===== config.mk =====
export PLATFORM = sky130hd
export DESIGN_NAME = motion_io_port_conditions
export DESIGN_NICKNAME = d
export VERILOG_FILES = /design/src/inc/gpio_cond_pkg.sv /design/src/logic/motion_io_port_conditions.sv
export SDC_FILE = /design/constraint.sdc
export NUM_CORES = 1
export LEC_CHECK = 0
export BUFFER_PORTS_ARGS = -buffer_cell sky130_fd_sc_hd__buf_4
export CORE_MARGIN = 3
export CORE_UTILIZATION = 35
export CTS_CLUSTER_DIAMETER = 40
export DETAILED_ROUTE_END_ITERATION = 8
export GPL_ROUTABILITY_DRIVEN = 0
export GPL_TIMING_DRIVEN = 0
export SETUP_SLACK_MARGIN = 0.05
export SYNTH_ARGS = -nofsm -noshare
export SYNTH_HDL_FRONTEND = slang
export SYNTH_SLANG_ARGS = --single-unit

===== constraint.sdc =====
create_clock -name clock -period 8.3 [get_ports clock]
set_input_delay 2.075 -clock clock [delete_from_list [all_inputs] [get_ports clock]]
set_output_delay 2.075 -clock clock [all_outputs]
set_load 0.01 [all_outputs]

===== src/inc/gpio_cond_pkg.sv =====
// Constants for the general input/output condition unit.
// Assumes one system clock and a synchronous active-high reset.
package gpio_cond_pkg;

  // ********************************************************************
  // Sizes
  // ********************************************************************
  localparam int NUM_LINES   = 8;
  localparam int ADC_BITS    = 12;
  localparam int NUM_CHAN    = 5;
  localparam int SYNC_STAGES = 2;

  // ********************************************************************
  // Register offsets
  // ********************************************************************
  localparam logic [3:0] OFS_INPUT_PORT  = 4'h0; // Synchronised inputs, read
  localparam logic [3:0] OFS_OUT_PATTERN = 4'h1; // Write: tri-state pattern
  localparam logic [3:0] OFS_OUT_STATE   = 4'h2; // Read: output state
  localparam logic [3:0] OFS_COMMAND     = 4'h3; // Write: start a command
  localparam logic [3:0] OFS_STATUS      = 4'h4; // Read: busy, done, error
  localparam logic [3:0] OFS_RESULT      = 4'h5; // Read: last input query or analogue value
  localparam logic [3:0] OFS_WAIT_PAT    = 4'h6; // Write: wait pattern
  localparam logic [3:0] OFS_THRESHOLD   = 4'h7; // Write: analogue threshold

  // ********************************************************************
  // Pattern digit codes, two bits per line
  // ********************************************************************
  localparam logic [1:0] DIGIT_LOW  = 2'h0;
  localparam logic [1:0] DIGIT_HIGH = 2'h1;
  localparam logic [1:0] DIGIT_SKIP = 2'h2;

  // ********************************************************************
  // Command codes, command register bits [2:0]; channel in bits [6:4]
  // ********************************************************************
  localparam logic [2:0] CMD_INPUT_QUERY = 3'h1;
  localparam logic [2:0] CMD_HOLD_MATCH  = 3'h2;
  localparam logic [2:0] CMD_ANALOG_READ = 3'h3;
  localparam logic [2:0] CMD_HOLD_ABOVE  = 3'h4;
  localparam logic [2:0] CMD_HOLD_BELOW  = 3'h5;

  // ********************************************************************
  // Reset values
  // ********************************************************************
  localparam logic [7:0]  RESET_OUTPUTS  = 8'h00;
  localparam logic [15:0] RESET_WAIT_PAT = 16'h0000;

  // ********************************************************************
  // Controller states
  // ********************************************************************
  typedef enum logic [1:0] {
    ST_IDLE  = 2'b00,
    ST_MATCH = 2'b01,
    ST_ABOVE = 2'b11,
    ST_BELOW = 2'b10
  } cmd_state_e;

endpackage : gpio_cond_pkg


===== src/logic/motion_io_port_conditions.sv =====
// General input/output unit: digital inputs, outputs, analogue conditions.
// Assumes converter samples arrive on this clock; digital inputs are async.

`timescale 1ns/1ps
`default_nettype none

module motion_io_port_conditions #(
  parameter int NUM_LINES = gpio_cond_pkg::NUM_LINES,
  parameter int ADC_BITS  = gpio_cond_pkg::ADC_BITS
) (
  input  wire logic                   clock,
  input  wire logic                   rst,
  input  wire logic [3:0]             addr,
  input  wire logic [31:0]            wdata,
  input  wire logic                   wr,
  input  wire logic                   rd,
  output logic      [31:0]            rdata,
  input  wire logic [NUM_LINES-1:0]   input_pins,
  output logic      [NUM_LINES-1:0]   output_pins,
  input  wire logic [5*ADC_BITS-1:0]  adc_samples,
  output logic                        cmd_busy,
  output logic                        cmd_done,
  output logic                        cmd_error
);

  // ********************************************************************
  // Helper functions
  // ********************************************************************

  // Channel number 1..5 is valid
  function automatic logic chan_ok(input logic [2:0] ch);
    chan_ok = (ch >= 3'h1) && (ch <= 3'h5);
  endfunction : chan_ok

  // Signed 32-bit value of a channel; 1 and 2 signed, others unsigned
  function automatic logic signed [31:0] chan_value(
    input logic [5*ADC_BITS-1:0] s,
    input logic [2:0]            ch
  );
    logic [ADC_BITS-1:0] raw;
    raw = '0;
    chan_value = '0;
    if (chan_ok(ch)) begin
      raw = s[(32'(ch) - 32'd1) * ADC_BITS +: ADC_BITS];
      if (ch <= 3'h2) begin
        chan_value = 32'(signed'(raw));
      end else begin
        chan_value = 32'(raw);
      end
    end
  endfunction : chan_value

  // Strobe high at one register index
  function automatic logic reg_hit(
    input logic       strobe,
    input logic [3:0] a,
    input logic [3:0] ofs
  );
    reg_hit = strobe && (a == ofs);
  endfunction : reg_hit

  // Output digit: off, on, or keep the present level
  function automatic logic digit_apply(
    input logic [1:0] d,
    input logic       cur
  );
    case (d)
      gpio_cond_pkg::DIGIT_LOW:  digit_apply = 1'b0;
      gpio_cond_pkg::DIGIT_HIGH: digit_apply = 1'b1;
      default:                   digit_apply = cur;
    endcase
  endfunction : digit_apply

  // Wait digit met by the line level; skip always met
  function automatic logic digit_ok(
    input logic [1:0] d,
    input logic       level
  );
    case (d)
      gpio_cond_pkg::DIGIT_LOW:  digit_ok = !level;
      gpio_cond_pkg::DIGIT_HIGH: digit_ok = level;
      default:                   digit_ok = 1'b1;
    endcase
  endfunction : digit_ok

  // ********************************************************************
  // Input synchroniser
  // ********************************************************************
  logic [NUM_LINES-1:0] sync1_reg;
  logic [NUM_LINES-1:0] sync2_reg;
  logic [NUM_LINES-1:0] inputs_now;

  // Two stages; only stage two is read by logic
  always_ff @(posedge clock) begin
    if (rst) begin
      sync1_reg <= '0;
      sync2_reg <= '0;
    end else begin
      sync1_reg <= input_pins;
      sync2_reg <= sync1_reg;
    end
  end
  assign inputs_now = sync2_reg;

  // ********************************************************************
  // Digital outputs
  // ********************************************************************
  logic [NUM_LINES-1:0] out_reg;
  logic [NUM_LINES-1:0] out_next;

  // Apply tri-state pattern, two bits per line, line 8 in top bits
  always_comb begin
    out_next = out_reg;
    if (reg_hit(wr, addr, gpio_cond_pkg::OFS_OUT_PATTERN)) begin
      for (int i = 0; i < NUM_LINES; i++) begin
        out_next[i] = digit_apply(wdata[2*i +: 2], out_reg[i]);
      end
    end
  end

  // Outputs off from reset
  always_ff @(posedge clock) begin
    if (rst) begin
      out_reg <= NUM_LINES'(gpio_cond_pkg::RESET_OUTPUTS);
    end else begin
      out_reg <= out_next;
    end
  end
  assign output_pins = out_reg;

  // ********************************************************************
  // Command controller
  // ********************************************************************
  gpio_cond_pkg::cmd_state_e state_reg;
  gpio_cond_pkg::cmd_state_e state_next;

  // Setup values held for the pending wait
  logic [2*NUM_LINES-1:0]    wait_pat_reg;
  logic [2*NUM_LINES-1:0]    wait_pat_next;
  logic signed [31:0]        thresh_reg;
  logic signed [31:0]        thresh_next;
  logic [2:0]                chan_reg;
  logic [2:0]                chan_next;

  // Results and acknowledge
  logic [31:0]               result_reg;
  logic [31:0]               result_next;
  logic                      done_reg;
  logic                      done_next;
  logic                      error_reg;
  logic                      error_next;

  // Combinational views of inputs and strobes
  logic                      pat_match;
  logic signed [31:0]        cur_val;
  logic [2:0]                cmd_code;
  logic [2:0]                cmd_chan;
  logic                      idle;
  logic                      pat_wr;
  logic                      thr_wr;
  logic                      cmd_wr;

  // Command fields and the value under watch
  assign cmd_code = wdata[2:0];
  assign cmd_chan = wdata[6:4];
  assign cur_val  = chan_value(adc_samples, chan_reg);

  // Setup and command writes count only while idle
  assign idle   = (state_reg == gpio_cond_pkg::ST_IDLE);
  assign pat_wr = reg_hit(wr, addr, gpio_cond_pkg::OFS_WAIT_PAT) && idle;
  assign thr_wr = reg_hit(wr, addr, gpio_cond_pkg::OFS_THRESHOLD) && idle;
  assign cmd_wr = reg_hit(wr, addr, gpio_cond_pkg::OFS_COMMAND) && idle;

  // Pattern compare; digit 2 ignores the line. Unwritten leading
  // digits hold code zero, so they require low.
  always_comb begin
    pat_match = 1'b1;
    for (int i = 0; i < NUM_LINES; i++) begin
      if (!digit_ok(wait_pat_reg[2*i +: 2], inputs_now[i])) begin
        pat_match = 1'b0;
      end
    end
  end

  // Next state, setup registers and results
  // A pending wait has no time limit; only its condition or reset ends it
  always_comb begin
    state_next    = state_reg;
    wait_pat_next = wait_pat_reg;
    thresh_next   = thresh_reg;
    chan_next     = chan_reg;
    result_next   = result_reg;
    done_next     = 1'b0;
    error_next    = error_reg;
    if (pat_wr) begin
      wait_pat_next = wdata[2*NUM_LINES-1:0];
    end
    if (thr_wr) begin
      thresh_next = signed'(wdata);
    end
    case (state_reg)
      gpio_cond_pkg::ST_IDLE: begin
        if (cmd_wr) begin
          error_next = 1'b0;
          chan_next  = cmd_chan;
          case (cmd_code)
            gpio_cond_pkg::CMD_INPUT_QUERY: begin
              result_next = 32'(inputs_now);
              done_next   = 1'b1;
            end
            gpio_cond_pkg::CMD_HOLD_MATCH: begin
              state_next = gpio_cond_pkg::ST_MATCH;
            end
            gpio_cond_pkg::CMD_ANALOG_READ: begin
              if (chan_ok(cmd_chan)) begin
                result_next = chan_value(adc_samples, cmd_chan);
              end else begin
                error_next = 1'b1;
              end
              done_next = 1'b1;
            end
            gpio_cond_pkg::CMD_HOLD_ABOVE, gpio_cond_pkg::CMD_HOLD_BELOW: begin
              if (!chan_ok(cmd_chan)) begin
                error_next = 1'b1;
                done_next  = 1'b1;
              end else if (cmd_code == gpio_cond_pkg::CMD_HOLD_ABOVE) begin
                state_next = gpio_cond_pkg::ST_ABOVE;
              end else begin
                state_next = gpio_cond_pkg::ST_BELOW;
              end
            end
            default: begin
              error_next = 1'b1;
              done_next  = 1'b1;
            end
          endcase
        end
      end
      gpio_cond_pkg::ST_MATCH: begin
        if (pat_match) begin
          state_next = gpio_cond_pkg::ST_IDLE;
          done_next  = 1'b1;
        end
      end
      gpio_cond_pkg::ST_ABOVE: begin
        if (cur_val > thresh_reg) begin
          result_next = cur_val;
          state_next  = gpio_cond_pkg::ST_IDLE;
          done_next   = 1'b1;
        end
      end
      gpio_cond_pkg::ST_BELOW: begin
        if (cur_val < thresh_reg) begin
          result_next = cur_val;
          state_next  = gpio_cond_pkg::ST_IDLE;
          done_next   = 1'b1;
        end
      end
      default: begin
        state_next = gpio_cond_pkg::ST_IDLE;
      end
    endcase
  end

  // Controller registers
  always_ff @(posedge clock) begin
    if (rst) begin
      state_reg    <= gpio_cond_pkg::ST_IDLE;
      wait_pat_reg <= (2*NUM_LINES)'(gpio_cond_pkg::RESET_WAIT_PAT);
      thresh_reg   <= '0;
      chan_reg     <= '0;
      result_reg   <= '0;
      done_reg     <= 1'b0;
      error_reg    <= 1'b0;
    end else begin
      state_reg    <= state_next;
      wait_pat_reg <= wait_pat_next;
      thresh_reg   <= thresh_next;
      chan_reg     <= chan_next;
      result_reg   <= result_next;
      done_reg     <= done_next;
      error_reg    <= error_next;
    end
  end

  // ********************************************************************
  // Status outputs
  // ********************************************************************

  // Busy from the state, done and error from flip-flops
  assign cmd_busy  = (state_reg != gpio_cond_pkg::ST_IDLE);
  assign cmd_done  = done_reg;
  assign cmd_error = error_reg;

  // ********************************************************************
  // Register read port
  // ********************************************************************
  logic [31:0] rdata_reg;
  logic [31:0] rdata_next;

  // Read data one cycle after the strobe, zero otherwise
  // Out-pattern, command and unmapped indices read as zero; wait pattern and threshold read back
  always_comb begin
    rdata_next = 32'h0000_0000;
    if (rd) begin
      case (addr)
        gpio_cond_pkg::OFS_INPUT_PORT:  rdata_next = 32'(inputs_now);
        gpio_cond_pkg::OFS_OUT_STATE:   rdata_next = 32'(out_reg);
        gpio_cond_pkg::OFS_STATUS:      rdata_next = {29'h0, error_reg, done_reg, cmd_busy};
        gpio_cond_pkg::OFS_RESULT:      rdata_next = result_reg;
        gpio_cond_pkg::OFS_WAIT_PAT:    rdata_next = 32'(wait_pat_reg);
        gpio_cond_pkg::OFS_THRESHOLD:   rdata_next = thresh_reg;
        default:                        rdata_next = 32'h0000_0000;
      endcase
    end
  end

  // Read data register
  always_ff @(posedge clock) begin
    if (rst) begin
      rdata_reg <= 32'h0000_0000;
    end else begin
      rdata_reg <= rdata_next;
    end
  end
  assign rdata = rdata_reg;

endmodule : motion_io_port_conditions

`default_nettype wire


==> Word level (Yosys, flattened, before mapping) <==
Cells that the tools add are included.
Widths: inputs -> output; s select.
{ "classes": {"n_mul": 2, "n_mux": 50, "reduce_logical": 60, "bitwise_logic": 1, "add_sub_neg": 2, "n_lt_le_gt_ge": 8, "eq_ne": 39, "shifts": 2} }
{ "op_table": {"columns": ["operator", "n"], "rows": [
  ["$mux 32", 7],
  ["$pmux 32 s6", 1],
  ["$shiftx 60x33->12", 2],
  ["$pmux 32 s3", 1],
  ["$mul 32x2->30 const B", 2],
  ["$pmux 32 s2", 1],
  ["$pmux 1 s2", 18],
  ["$eq 2x1->1 const B", 17],
  ["$logic_not 2->1", 17],
  ["$gt 32x32->1", 1],
  ["$lt 32x32->1", 1],
  ["$reduce_and 2->1", 9],
  ["$reduce_bool 2->1", 9],
  ["$eq 4x3->1 const B", 4],
  ["$mux 1", 14],
  ["$reduce_and 6->1", 2],
  ["$mux 2", 5],
  ["$logic_and 1x1->1", 9],
  ["$eq 4x2->1 const B", 2],
  ["$logic_not 1->1", 8],
  ["$pmux 2 s4", 1],
  ["$sub 3x1->4 const B", 2],
  ["$eq 3x2->1 const B", 2],
  ["$eq 3x3->1 const B", 2],
  ["17 further kinds", 27]
]} }
{ "word_totals": {"inputBits": 108, "out_inout_bits": 43, "word_cells": 182, "ff_bits": 143} }

==> Longest topological paths before layout <==
{ "depth": {"ltp_word": 12, "mapped_depth": 26, "depth_no_buf": 20} }

==> Least setup slack after synthesis <==
No wires, ideal clock.
{ "synth_path": {"kind": "flip-flop to flip-flop", "start": "register chan_reg[0]", "end": "register result_reg[10]", "path_buffers": 8, "period_less_slack_ps": 6469, "setup_ps": 80, "setup_slack_ps": 1831, "t_required_ps": 8220, "arrival_time_ps": 6389, "stages_incl_launch_ff": 27, "cell_sequence": "dfxtp_1 buf_4 buf_2 inv_1 buf_2 buf_1 ha_1 buf_4 clkinv_1 fa_1 clkbuf_1 nor2b_1 and4_1 clkbuf_2 nand2_1 a211oi_1 o211a_1 ha_1 and3_1 a221oi_1 o31ai_1 or3_1 o211a_1 a221oi_4 buf_6 nor2_1 a211oi_2"} }
{ "synth_via": {"elab_chain_len": 8, "elab_cells_between_ends": 17, "cone_classes": "1 x add/sub; 1 x mul; 5 x order compare; 2 x eq/ne; 1 x shift; 5 x mux; 2 x reduce/logical"} }
{ "synth_lines": {"columns": ["item", "line", "source"], "rows": [
  ["start, declared", "motion_io_port_conditions.sv:142", "logic [2:0] chan_reg;"],
  ["start signal, assigned", "motion_io_port_conditions.sv:279", "chan_reg <= chan_next;"],
  ["$sub 3x1->4", "motion_io_port_conditions.sv:44", "raw = s[(32'(ch) - 32'd1) * ADC_BITS +: ADC_BITS];"],
  ["$mul 32x2->30", "motion_io_port_conditions.sv:44", null],
  ["$shiftx 60x33->12", "motion_io_port_conditions.sv:44", null],
  ["$mux 32", "motion_io_port_conditions.sv:45", "if (ch <= 3'h2) begin"],
  ["$mux 32 (*)", "motion_io_port_conditions.sv:43", "if (chan_ok(ch)) begin"],
  ["$lt 32x32->1 or $gt 32x32->1 (tied branches)", "motion_io_port_conditions.sv:253, motion_io_port_conditions.sv:246", null],
  ["$ne 2x2->1 (no source line)", null, null],
  ["$reduce_and 6->1 (no source line)", null, null],
  ["end signal, assigned", "motion_io_port_conditions.sv:280", "result_reg <= result_next;"],
  ["end, declared", "motion_io_port_conditions.sv:146", "logic [31:0] result_reg;"]
]} }
Mark *: on every way between the ends. The rest lies on a longest branch, timed or not. The select of a mux whose other input is x is not followed.
A chain may end at the register's enable or synchronous reset.

==> Worst setup path in the final report <==
{ "layout_path": {"start": "register chan_reg[0]", "end": "register result_reg[30]"} }
The elaborated chain is that of the path after synthesis.

==> impl_summary.txt <==
----------------------------------------------------
[Synth]
  Synthesized area divided by synthesized cell count ... 7.81 um^2
  Synthesized instance count ... 1210
  Fraction of post-synthesis cell area in the top cell type by area ... 26.3%
  Post-synth top flop ... sky130_fd_sc_hd__dfxtp_1
  Cells taking the most area after synthesis ... sky130_fd_sc_hd__dfxtp_1 (26%), sky130_fd_sc_hd__mux2i_1 (8.8%), sky130_fd_sc_hd__nand2_1 (8.0%), sky130_fd_sc_hd__a21oi_1 (6.7%), sky130_fd_sc_hd__ha_1 (6.0%)
  Mapped Nets ... 1367
  YS warnings ... 0
  Top cell type by total area after synthesis ... sky130_fd_sc_hd__dfxtp_1
  Distinct cells, synth ... 83
  Most common cell in the synthesized netlist ... sky130_fd_sc_hd__nand2_1
  Number of storage elements in the synthesis netlist ... 124
  Netlist area before placement ... 0.00945 mm^2
  Sequential area share after synthesis ... 26.3%
  Async set-or-reset flop fraction in the synthesized netlist ... 0%
  Post-synth EDFFs ... 0
  Commonest cells in the synthesized netlist ... sky130_fd_sc_hd__nand2_1 (201), sky130_fd_sc_hd__a21oi_1 (127), sky130_fd_sc_hd__dfxtp_1 (124), sky130_fd_sc_hd__mux2i_1 (83), sky130_fd_sc_hd__o21ai_0 (66)

[Setup path]
  Crit end category ... flop
  Arrival time of data at the critical path endpoint ... 8080 ps
  Crit-path max cell delay ... 850 ps
  Worst-path cell with the longest stage delay ... sky130_fd_sc_hd__fa_2
  Category of the critical setup timing path ... reg -> reg
  Top fanout value on the critical path ... 21
  Data required time at the worst endpoint ... 8640 ps
  Critical path launch point type ... flop

[Pwr]
  Power density over the cells ... 150 mW/mm^2
  Worst vdd rail ir drop ... 0.107 mV
  Final Total Pwr ... 1.73 mW
  Standby leakage power ... 4.42 nW

[Die]
  Die boundary width ... 170 um
  Boundary Pins ... 151
  Core Footprint ... 0.0263 mm^2
  Placement Rows ... 59
  Die Y-Extent ... 170 um
  Initial core utilization ... 36.0%
  Die ar. ... 0.0290 mm^2

[Place]
  Post-detailed-placement half-perimeter wirelength ... 29.3 mm
  Setup slack at placement ... -165 ps
  I/O Buffers ... 147

[Min path]
  Class of the tightest hold or removal check ... reg -> reg

[Routing]
  Iter 0 DRT Violations ... 1133
  Total number of vias ... 10400
  Post-route ant nets ... 0
  TritonRoute pass-1 iters ... 5
  Post-route DRC ... 0
  Final WL ... 38.4 mm
  WL/cell ... 22.3 um
  Number of vias per cell ... 6.04

[Clock network]
  Number of buffers created by CTS ... 17
  Buffer cell driving the clock tree root ... sky130_fd_sc_hd__clkbuf_16
  Hold buffers post-CTS ... 0
  Max clock buf depth ... 2
  Clock tree from TritonCTS ... yes
  Worst-skew pair later-pin latency ... 420 ps
  Worst-path clk slew ... 60 ps
  Sink Count ... 124
  H-tree levels ... 4

[STA]
  Maximum frequency from static timing analysis ... 129 MHz
  Fin worst setup slack ... 560 ps
  Final setup skew ... 5.61 ps
  Transition time at the pin with the least slew margin ... 1260 ps
  Headroom to the max-slew limit ... 15.3%
  Period Utilization, post-route ... 93.3%
  Final setup violating endpoints ... 0
  Final Hold Violating Endpoints ... 0
  Clock period minus final worst setup slack ... 7740 ps
  Unrepaired setup endpoints after global routing ... no
  Number of max-slew violations in the final report ... 0

[GRT]
  Global-route wire length before repair ... 58.0 mm
  Via count of the first global-routing pass ... 9953
  Largest net degree at the start of global routing ... 22
  Total GRT Usage ... 25.8%
  Initial antenna violation count ... 0
  Gr ovfl total ... 0

[Layout]
  Share of post-route cells with drive strength above 1 ... 19.1%
  Synthesis-to-finish area growth ... 22.4%
  Final #Nets ... 1532
  Antenna diode count ... 0

[Status]
  Status ... finished, final reports clean

[Flow run]
  Max Cap Viol ... 0

----------------------------------------------------
-- cells in the final DEF, fill, tap and decap left out, drive strengths merged, types with 26 or more instances in the layout --
cell | Yosys | final
a21oi | 127 | 127
a22oi | 32 | 32
o21ai | 67 | 67
nand2 | 201 | 201
ha | 45 | 45
clkbuf | 52 | 68
inv | 48 | 55
mux2i | 83 | 83
nor2b | 26 | 26
nor2 | 65 | 65
buf | 39 | 186
dfxtp | 124 | 124
-- area by class of cell --
class,instances,area [um^2]
fill,2658,14700
multi-input combinational,943,6360
sequential,124,2480
timing repair buffer,147,1100
buffer,91,433
clock buffer,17,425
tap,335,419
inverter,51,191
clock inverter,15,155
-- through the flow --
stage	TNS, ps	cell area [um^2]	hold WS, ps	utilization [%]	cells
after floorplan	0	9450	414	-	1210
after global placement	-908	11000	420	41.7	1692
after detailed placement	-1650	11000	420	41.7	1692
after CTS	0	11600	436	44.0	1724
after global routing	0	11600	453	44.0	1723
final	0	11600	435	44.0	1723
-- final timing paths --
check | from | endpoint | slack (ps) | depth (start not counted)
max | chan_reg[0]$_SDFFE_PP0P_ | result_reg[30]$_SDFFE_PP0P_ | 560 | 25
min reg2reg | sync1_reg[1]$_SDFF_PP0_ | inputs_now[1]$_SDFF_PP0_ | 430 | 1
max reg2reg | chan_reg[0]$_SDFFE_PP0P_ | result_reg[30]$_SDFFE_PP0P_ | 560 | 25
min | sync1_reg[1]$_SDFF_PP0_ | inputs_now[1]$_SDFF_PP0_ | 430 | 1
-- report_power, final --
group / leakage [nW] / internal [mW] / total [mW] / switching (mW)
Combinational: 3.14 / 0.151 / 0.386 / 0.235
Sequential: 1.00 / 0.603 / 0.611 / 0.00746
Clock: 0.279 / 0.422 / 0.735 / 0.312
-- routing by layer --
layer | part of all wire [%] | vias to the layer above | track usage, %
met4 | 4.5 | 0 | 10.7
met3 | 11 | 164 | 6.09
met1 | 40 | 4881 | 34.4
met2 | 45 | 616 | 40.2
li1 | - | 4754 | -
met5 | 0 | - | 0
-- timing repair --
| item | in CTS | in global routing |
|---|---|---|
| buffers inserted | 0 | 0 |
| setup endpoints to repair | 13 | 15 |
| resized for setup | 2 | 3 |
-- worst max-delay path: cells and delay by family, from the launching register on --
family	cells	cell delay, ps
compound gates	7	2260
fa+ha+maj	3	1430
buf+inv	9	2360
flops	1	350
simple gates	6	1220
-- cells by family after synthesis --
logic type	synth area share (%)
adder cells (fa/ha/maj)	6.81
buffers and inverters	6.65
AND/OR/NAND/NOR	18.1
XOR/XNOR	1.10
AO/OA/AOI/OAI	27.7
flip-flops	26.3
multiplexers	13.4
No activity file was read; power rests on OpenSTA's default activity.
